<file path="src/srs_map.svh">
`ifndef SRS_MAP_SVH
`define SRS_MAP_SVH
// ------------------------------------------------------------
// Timing
// ------------------------------------------------------------
`define SRS_CLK_PERIOD_NS 100
`define SRS_HOLD_NS 1000
`define SRS_HOLD_CYC \
	((`SRS_HOLD_NS + `SRS_CLK_PERIOD_NS - 1) / `SRS_CLK_PERIOD_NS)
`define SRS_WDT_TIMEOUT_MS 3000
`define SRS_WDT_CYC \
	(`SRS_WDT_TIMEOUT_MS * (1000000 / `SRS_CLK_PERIOD_NS))
// ------------------------------------------------------------
// Encodings
// ------------------------------------------------------------
`define SRS_ACT_COLD 2'h0
`define SRS_ACT_WARM 2'h1
`define SRS_ACT_RU 2'h2
`define SRS_IMG_CUR 2'h0
`define SRS_IMG_NEXT 2'h1
`define SRS_IMG_FACTORY 2'h2
`define SRS_SRC_JTAG 3'h7
`endif

</file>
<file path="src/srs_pkg.sv">
package srs_pkg;
	// Sequencer states
	typedef enum logic [2:0] {
		ST_IDLE     = 3'h0,
		ST_POR      = 3'h1,
		ST_COLD     = 3'h2,
		ST_LOAD     = 3'h3,
		ST_WARM     = 3'h4,
		ST_RU_ERASE = 3'h5,
		ST_RU_CFG   = 3'h6
	} srs_state_type;
	// Watchdog action and image select
	typedef logic [1:0] srs_act_type;
	typedef logic [1:0] srs_img_type;
endpackage

</file>
<file path="src/srs_sequencer.sv">
`timescale 1ns/1ns
`include "srs_map.svh"
// Overview of operation
// - power-on reset clears subsystem and fabric
// - init start and tamper clear only after POR
// - config restart pin cold resets and reconfigures
// - cold keeps I/O, clock, reset, scratch, TAP
// - cold reset leaves fabric alone, no reconfig
// - cold reset reloads first stage loader
// - cold pin assertion starts cold sequence
// - watchdog remote update asserts then releases cold
// - erase fabric, load image, loader same image
// - warm keeps debug and scratch state
// - warm never reloads first stage loader
// - warm leaves fabric untouched, no reconfig
// - warm returns shared flash to config manager
// - per core software reset spares config manager
// - per core watchdogs, watchdog 0 boot, 3 s
// - watchdog action cold, warm or remote update
// - debug system reset starts a cold reset
// - JTAG reset whole device, JTAG config source
// - secure mode escalates warm and watchdog to POR
// - software cold drives pin low until done
module srs_sequencer #(
	parameter int NCORE   = 4,
	parameter int WDT_CYC = `SRS_WDT_CYC
) (
	input  wire logic                clk_sys,
	input  wire logic                rst,
	input  wire logic                config_restart_n,
	input  wire logic                cold_rst_pin_n,
	output wire logic                cold_rst_pin_out,
	output wire logic                cold_rst_pin_oe,
	input  wire logic                debug_system_reset_n,
	input  wire logic                jtag_reset_n,
	input  wire logic [2:0]          boot_select_pins,
	input  wire logic                secure_mode,
	input  wire logic                single_flash,
	input  wire logic                sw_cold_req,
	input  wire logic                warm_reset_request_reg,
	input  wire logic                wait_for_interrupt_state,
	input  wire logic [NCORE-1:0]    sw_core_rst,
	input  wire logic [NCORE-1:0]    wdt_start,
	input  wire logic [NCORE-1:0]    wdt_stop,
	input  wire logic [NCORE-1:0]    wdt_kick,
	input  wire srs_pkg::srs_act_type wdt_action,
	input  wire logic                next_image_valid,
	input  wire logic                fpga_cfg_done,
	input  wire logic                first_stage_loader_done,
	input  wire logic                flash_to_hps,
	output logic                     hps_main_rst_q,
	output logic                     hps_debug_rst_q,
	output logic                     hps_keep_rst_q,
	output logic                     fpga_rst_q,
	output logic                     fpga_erase_q,
	output logic                     fpga_cfg_req_q,
	output logic                     first_stage_loader_req_q,
	output srs_pkg::srs_img_type     img_q,
	output logic                     init_start_q,
	output logic                     tamper_clear_q,
	output logic                     flash_hps_q,
	output logic [2:0]               cfg_src_q,
	output logic [NCORE-1:0]         core_rst_q
);
	import srs_pkg::*;

	// ------------------------------------------------------------
	// Constants
	// ------------------------------------------------------------
	localparam int          WW      = $clog2(WDT_CYC + 1);
	localparam logic [WW-1:0] WDT_LIM = WW'(WDT_CYC - 1);
	localparam logic [7:0]  HOLD    = 8'(`SRS_HOLD_CYC - 1);
	localparam int          NS      = 7;

	// ------------------------------------------------------------
	// Pin synchronisers
	// ------------------------------------------------------------
	logic [NS-1:0] s1_q, s2_q, s3_q; // Stages, s3 feeds edge logic
	logic [NS-1:0] s1_d;             // Raw pin vector
	logic          cold_fall;        // Cold pin newly asserted
	logic          dbg_fall;         // Debug reset newly asserted
	logic          cfg_fall;         // Config restart newly asserted
	logic          jtag_req;         // JTAG reset level

	// Pins go through two flops before any logic looks at them
	always_comb begin
		s1_d = {boot_select_pins, jtag_reset_n, config_restart_n,
			debug_system_reset_n, cold_rst_pin_n};
	end

	always_ff @(posedge clk_sys or posedge rst) begin
		if (rst) begin
			s1_q <= {NS{1'b1}};
			s2_q <= {NS{1'b1}};
			s3_q <= {NS{1'b1}};
		end else begin
			s1_q <= s1_d;
			s2_q <= s1_q;
			s3_q <= s2_q;
		end
	end

	// Own drive reads back low, so it must not retrigger a cold reset
	assign cold_fall = !s2_q[0] && s3_q[0] && !cold_rst_pin_oe;
	assign dbg_fall  = !s2_q[1] && s3_q[1];
	assign cfg_fall  = !s2_q[2] && s3_q[2];
	assign jtag_req  = !s2_q[3];

	// ------------------------------------------------------------
	// Watchdogs, one per core
	// ------------------------------------------------------------
	logic [WW-1:0]    wcnt_q [NCORE];
	logic [WW-1:0]    wcnt_d [NCORE];
	logic [NCORE-1:0] wen_q, wen_d;   // Watchdog running
	logic [NCORE-1:0] wfire;          // Timeout this cycle
	logic             boot_done;      // Sequence returns to idle
	logic             wdt_any;

	// Counters clear and hold at zero while the subsystem is held in reset
	always_comb begin
		wen_d = wen_q;
		for (int i = 0; i < NCORE; i++) begin
			wcnt_d[i] = wcnt_q[i];
			wfire[i]  = wen_q[i] && !hps_main_rst_q &&
				(wcnt_q[i] == WDT_LIM);
			if (hps_main_rst_q || wdt_kick[i] || wfire[i])
				wcnt_d[i] = '0;
			else if (wen_q[i])
				wcnt_d[i] = wcnt_q[i] + WW'(1);
			if (wdt_stop[i])
				wen_d[i] = 1'b0;
			if (wdt_start[i])
				wen_d[i] = 1'b1;
		end
		// Boot watchdog rearms on every release until the second
		// loader stops it
		if (boot_done)
			wen_d[0] = 1'b1;
	end

	always_ff @(posedge clk_sys or posedge rst) begin
		if (rst) begin
			wen_q <= '0;
			for (int i = 0; i < NCORE; i++)
				wcnt_q[i] <= '0;
		end else begin
			wen_q <= wen_d;
			for (int i = 0; i < NCORE; i++)
				wcnt_q[i] <= wcnt_d[i];
		end
	end

	assign wdt_any = |wfire;

	// ------------------------------------------------------------
	// Reset sequencer
	// ------------------------------------------------------------
	srs_state_type state_q, state_d; // Sequence state
	logic [7:0]    cnt_q, cnt_d;     // Hold counter
	logic          hold_done;
	logic          oe_q, oe_d;       // Driving the cold pin
	logic          warm_q, warm_d;   // Warm request pending
	logic          jtag_q, jtag_d;   // Last full reset from JTAG
	srs_img_type   img_d;
	logic          init_d, tamper_d, flash_d;
	logic [2:0]    src_d;

	assign hold_done = (cnt_q == HOLD);
	assign boot_done = (state_q != ST_IDLE) && (state_d == ST_IDLE);

	always_comb begin
		state_d  = state_q;
		cnt_d    = hold_done ? cnt_q : cnt_q + 8'h01;
		img_d    = img_q;
		oe_d     = oe_q;
		jtag_d   = jtag_q;
		init_d   = 1'b0;
		tamper_d = 1'b0;
		flash_d  = flash_hps_q;
		src_d    = cfg_src_q;
		// A new request wins over taking the old one
		warm_d   = warm_q || warm_reset_request_reg;
		if (jtag_req) begin
			// Whole device, from any state
			state_d = ST_POR;
			cnt_d   = 8'h00;
			jtag_d  = 1'b1;
			oe_d    = 1'b0;
		end else begin
			case (state_q)
			ST_IDLE: begin
				cnt_d = 8'h00;
				if (flash_to_hps)
					flash_d = 1'b1;
				if (secure_mode && (warm_q || wdt_any)) begin
					state_d = ST_POR;
					warm_d  = warm_reset_request_reg;
				end else if (cfg_fall) begin
					state_d = ST_RU_ERASE;
					img_d   = `SRS_IMG_CUR;
				end else if (wdt_any && wdt_action == `SRS_ACT_RU) begin
					// Factory image is the fallback
					state_d = ST_RU_ERASE;
					img_d   = next_image_valid ? `SRS_IMG_NEXT
						: `SRS_IMG_FACTORY;
				end else if (cold_fall || dbg_fall || sw_cold_req ||
					(wdt_any && wdt_action == `SRS_ACT_COLD)) begin
					state_d = ST_COLD;
					img_d   = `SRS_IMG_CUR;
					oe_d    = sw_cold_req;
				end else if ((warm_q && wait_for_interrupt_state) ||
					(wdt_any && wdt_action == `SRS_ACT_WARM)) begin
					// Software request waits for the other cores to park
					state_d = ST_WARM;
					warm_d  = warm_reset_request_reg;
					if (single_flash)
						flash_d = 1'b0;
				end
			end
			ST_POR: begin
				if (hold_done) begin
					state_d  = ST_IDLE;
					init_d   = 1'b1;
					tamper_d = 1'b1;
					src_d    = jtag_q ? `SRS_SRC_JTAG : s2_q[6:4];
					jtag_d   = 1'b0;
					flash_d  = 1'b0;
					warm_d   = warm_reset_request_reg;
				end
			end
			ST_COLD: begin
				if (hold_done) begin
					state_d = ST_LOAD;
					cnt_d   = 8'h00;
				end
			end
			ST_LOAD: begin
				cnt_d = 8'h00;
				if (first_stage_loader_done) begin
					state_d = ST_IDLE;
					oe_d    = 1'b0;
				end
			end
			ST_WARM: begin
				// Loader stays in RAM, no reload step
				if (hold_done)
					state_d = ST_IDLE;
			end
			ST_RU_ERASE: begin
				if (hold_done) begin
					state_d = ST_RU_CFG;
					cnt_d   = 8'h00;
				end
			end
			ST_RU_CFG: begin
				cnt_d = 8'h00;
				if (fpga_cfg_done)
					state_d = ST_LOAD;
			end
			default: state_d = ST_IDLE;
			endcase
		end
	end

	always_ff @(posedge clk_sys or posedge rst) begin
		if (rst) begin
			state_q        <= ST_POR;
			cnt_q          <= 8'h00;
			oe_q           <= 1'b0;
			warm_q         <= 1'b0;
			jtag_q         <= 1'b0;
			img_q          <= `SRS_IMG_CUR;
			init_start_q   <= 1'b0;
			tamper_clear_q <= 1'b0;
			flash_hps_q    <= 1'b0;
			cfg_src_q      <= 3'h0;
		end else begin
			state_q        <= state_d;
			cnt_q          <= cnt_d;
			oe_q           <= oe_d;
			warm_q         <= warm_d;
			jtag_q         <= jtag_d;
			img_q          <= img_d;
			init_start_q   <= init_d;
			tamper_clear_q <= tamper_d;
			flash_hps_q    <= flash_d;
			cfg_src_q      <= src_d;
		end
	end

	assign cold_rst_pin_oe  = oe_q;
	assign cold_rst_pin_out = 1'b0;

	// ------------------------------------------------------------
	// Reset outputs, registered from the next state
	// ------------------------------------------------------------
	always_ff @(posedge clk_sys or posedge rst) begin
		if (rst) begin
			hps_main_rst_q  <= 1'b1;
			hps_debug_rst_q <= 1'b1;
			hps_keep_rst_q  <= 1'b1;
			fpga_rst_q      <= 1'b1;
			fpga_erase_q    <= 1'b0;
			fpga_cfg_req_q  <= 1'b0;
			first_stage_loader_req_q <= 1'b0;
			core_rst_q      <= '1;
		end else begin
			hps_main_rst_q  <= (state_d != ST_IDLE);
			hps_debug_rst_q <= (state_d != ST_IDLE) &&
				(state_d != ST_WARM);
			hps_keep_rst_q  <= (state_d == ST_POR);
			fpga_rst_q      <= (state_d == ST_POR);
			fpga_erase_q    <= (state_d == ST_RU_ERASE);
			fpga_cfg_req_q  <= (state_d == ST_RU_CFG);
			first_stage_loader_req_q <= (state_d == ST_LOAD);
			// Core resets never enter the sequencer state
			core_rst_q      <= sw_core_rst |
				{NCORE{state_d != ST_IDLE}};
		end
	end
endmodule

</file>
<file path="config.mk">
export PLATFORM = sky130hd
export DESIGN_NAME = srs_sequencer
export DESIGN_NICKNAME = d
export VERILOG_FILES = /design/src/srs_pkg.sv /design/src/srs_sequencer.sv
export VERILOG_INCLUDE_DIRS = /design/src
export SDC_FILE = /design/constraint.sdc
export NUM_CORES = 1
export LEC_CHECK = 0
export BUFFER_PORTS_ARGS = -buffer_cell sky130_fd_sc_hd__clkbuf_2
export CAP_MARGIN = 10
export CORE_UTILIZATION = 32
export CTS_BUF_LIST = sky130_fd_sc_hd__clkbuf_16
export DETAILED_ROUTE_END_ITERATION = 10
export PLACE_DENSITY = 0.58
export SLEW_MARGIN = 10
export SYNTH_ARGS = -nofsm -noshare
export SYNTH_HDL_FRONTEND = slang
export SYNTH_SLANG_ARGS = --single-unit
</file>
<file path="constraint.sdc">
create_clock -name clk_sys -period 8.1 [get_ports clk_sys]
set_input_delay 2.43 -clock clk_sys [delete_from_list [all_inputs] [get_ports clk_sys]]
set_output_delay 2.43 -clock clk_sys [all_outputs]
set_load 0.02 [all_outputs]
</file>
==> flow_metrics.tcl <==
set metrics [dict create \
    dieArea_sq_um 23820 \
    synthAdderAreaFrac 0.01179 \
    hold_violations 0 \
    synth_area_sq_um 7426 \
    critPathCaptureType "flip-flop" \
    worstMarginPinSlew_ns 1.087 \
    antenna_cells 0 \
    pwr-share-seq 0.470 \
    synth_ff_type "dfrtp_1" \
    hold_start "s1_q[1]$_DFF_PP1_" \
    rsz0062_at_grt "false" \
    grt_pass1_vias 5346 \
    cts.sinks 152 \
    peakVddDrop_uv 153.2 \
    syn_to_final_growth_pct 16.16 \
    worstPathCellList "clkbuf_2 -> nor3_1 -> nor2_1 -> nand2_1 -> o311a_1 -> a21o_1 -> inv_1 -> or4_1" \
    rows 55 \
    setup-violations-final 0 \
    cts_tree "done" \
    vias 5540 \
    p_clk_frac 0.503 \
    critical_path_class "input pin to flip-flop" \
    critPathLaunch "sw_cold_req" \
    r2r_cells 6 \
    fillers 2297 \
    dr.pass1.iters 4 \
    start_util 0.3270 \
    crit_cells 8 \
    max_stage_delay_ns 0.53 \
    drt_iter0_drc 272 \
    wl_per_cell_microns 14.23 \
    synthSimpleGateAreaFrac 0.2441 \
    slew_headroom 0.2755 \
    detail-route-antenna-nets 0 \
    r2r_slack_ns 4.57 \
    num_io_pins 57 \
    die_height_microns 154.3 \
    ctsHoldBuffers 0 \
    grt_max_degree 100 \
    cts_made_buffers 17 \
    synth_cells 770 \
    drive_gt1_frac 0.1565 \
    dp_hpwl_mm 11.12 \
    p_leak_nw 3.492 \
    insertion_delay_ns 0.43 \
    cp.required_ns 8.44 \
    multiInputGateArea_sq_um 3369 \
    synth_edf_count 0 \
    fin_crit_sh 0.4760 \
    fmax_mhz 259.4 \
    crit_buf_inv 2 \
    clk_path_buf_depth 2 \
    p_sw_mw 0.3776 \
    cts_setup_buffers 0 \
    yosys_warnings 0 \
    status "completed" \
    antenna_found_initial 0 \
    crit_end "core_rst_q[0]$_DFF_PP1_" \
    p_int_mw 1.285 \
    hold_class "flip-flop to flip-flop" \
    synth_seq_area_share 0.5164 \
    swShare 0.2271 \
    syn_nets 813 \
    wirelength_mm 15.97 \
    synth-seq-cells 152 \
    timing.rr.start "wen_q[3]$_DFFE_PP0P_" \
    numPortBuffers 55 \
    skew_ns 0.01421 \
    arrival_ns 4.19 \
    via_per_inst 4.938 \
    h-tree-depth 4 \
    cap_violations 0 \
    startpoint_type "input pin" \
    synth.area.mux_share 0.01129 \
    async_reset_ff_frac 1.000 \
    clkTransAtPathRegs_ns 0.06 \
    cts_root_buf "clkbuf_16" \
    cp_max_fo 8 \
    cts-resized-gates 0 \
    synth-compound-area-share 0.08357 \
    grt_overflow 0 \
    synth_top_family_by_area "simple AND/OR/NAND/NOR gates" \
    synth_cell_types 58 \
    core_area_sq_um 22710 \
    critical_path.top_delay_family "simple AND/OR/NAND/NOR gates" \
    place.gp.congestion 0.7966 \
    p_comb_frac 0.027 \
    fin_nets 867 \
    fin_crit_ns 3.855 \
    die_w_microns 154.3 \
    cpMaxStageDelayCell "or4_1" \
    layout_setup_ws_ns 4.245 \
    finalSetupTns_ns 0 \
    r2r-end "wcnt_q[21]$_DFFE_PP0P_" \
    regArea_sq_um 3835 \
    slew_viol_final 0 \
    grt_first_pass_wirelength_mm 27.26 \
    grtUsageTotal 0.1429 \
    syn_area_per_cell_sq_um 9.644 \
    dpl_worst_slack_ns 3.757 \
    drc_errors 0 \
    synth_xor_area_frac 0.1014 \
    cellPowerDensity_nw_per_um2 192.7 \
]
-- cell usage after synthesis, types with 3 or more instances --
library cell  instances  area share
nor2_1              129       0.065
dfrtp_1             127        0.43
nand2_1              64       0.032
xor2_1               52       0.061
nand3_1              36       0.024
xnor2_1              34       0.040
inv_1                32       0.016
a21oi_1              29       0.020
dfstp_2              25       0.088
nand4_1              24       0.020
nor3_1               22       0.015
o21ai_0              22       0.015
or3_1                19       0.016
clkbuf_1             16      0.0081
and3_1               14       0.012
and2_1               10      0.0084
nor4_1                8      0.0067
a21o_1                7      0.0071
ha_1                  7       0.012
nor4b_1               7      0.0083
a211oi_1              6      0.0061
and4_1                5      0.0059
mux2i_1               5      0.0067
or4_1                 5      0.0051
buf_1                 4      0.0020
nor3b_1               4      0.0040
o211ai_1              4      0.0040
o41ai_1               4      0.0047
a31oi_1               3      0.0025
buf_4                 3      0.0030
mux2_2                3      0.0045
nor2b_1               3      0.0025
nor4bb_1              3      0.0040
o2111ai_1             3      0.0035
-- worst reg2reg max path, stage by stage (launching register included) --
cell and delay (ns):
dfrtp_1 0.64, nand4_1 0.34, or4_4 0.61, o21ai_2 0.85, o211ai_1 0.42, or3_1 0.42
a21oi_1 0.15
-- power by group through the flow --
stage	clock network [mW]	logic [mW]	registers, mW
3_3_place_gp	0	0.0467	0.795
4_1_cts	0.858	0.0472	0.782
3_5_place_dp	0	0.0470	0.796
2_1_floorplan	0	0.0299	0.790
5_1_grt	0.891	0.0521	0.783
6_report	0.835	0.0451	0.782
-- per-layer routing --
metal | vias to the layer above | global-route usage | wire, microns | share of wire
met5 | - | 0 | 0 | 0
met4 | 0 | 0.05516 | 283 | 0.018
met3 | 19 | 0.02606 | 405 | 0.025
met2 | 78 | 0.2162 | 7083 | 0.44
met1 | 2669 | 0.2025 | 8195 | 0.51
li1 | 2774 | - | - | -
-- cells by family after synthesis --
logic type,Yosys count
compound gates,94
xor+xnor,86
fa+ha+maj,7
buf+inv,57
flops,152
mux,8
other cells,1
simple gates,365
-- per-stage QoR --
stage	utilization	total power, mW	area, sq um	instances	hold slack, ns
after floorplan	-	0.8202	7426	770	0.3452
after global placement	0.3522	0.8420	7998	1090	0.3461
after detailed placement	0.3522	0.8426	7998	1090	0.3473
after CTS	0.3798	1.687	8626	1122	0.3546
after global routing	0.3798	1.726	8626	1122	0.3526
final	0.3798	1.662	8626	1122	0.3531
-- flip-flops by register name, summed over array words and instances, names as in the netlist, 2 cells and up --
name        flops
wcnt_q        100
s3_q            3
img_q           2
cfg_src_q       3
cnt_q           8
core_rst_q      4
state_q         3
s2_q            7
wen_q           4
s1_q            7
-- how the worst min path moves through the flow --
stage	cells past startpoint	slack (ns)	endpoint
global placement	0	0.35	s2_q[4]$_DFF_PP1_
detailed placement	0	0.35	s2_q[0]$_DFF_PP1_
CTS	0	0.35	s2_q[1]$_DFF_PP1_
floorplan	0	0.35	s2_q[0]$_DFF_PP1_
global route	0	0.35	s2_q[1]$_DFF_PP1_
finish	0	0.35	s2_q[1]$_DFF_PP1_
-- layout make-up --
class,count,share of cell area
Inverter,33,0.01523
Clock buffer,19,0.05512
Tap cell,285,0.04134
Timing Repair Buffer,59,0.03539
Clock inverter,13,0.01770
Sequential cell,152,0.4446
Multi-Input combinational cell,561,0.3906
-- layout by cell type, fill, tap and decap left out, types with 4 or more instances in the layout --
master	n
a211oi_1	6
a21o_1	7
a21oi_1	29
and2_1	10
and3_1	14
and4_1	5
buf_4	4
clkbuf_16	19
clkbuf_2	55
clkinv_4	4
dfrtp_1	127
dfstp_2	25
ha_1	7
inv_1	31
inv_6	5
mux2i_1	5
nand2_1	64
nand3_1	36
nand4_1	24
nor2_1	129
nor3_1	22
nor3b_1	4
nor4_1	8
nor4b_1	7
o211ai_1	4
o21ai_0	22
or3_1	19
or4_1	5
xnor2_1	34
xor2_1	52
No activity file was read; power rests on OpenSTA's default activity.
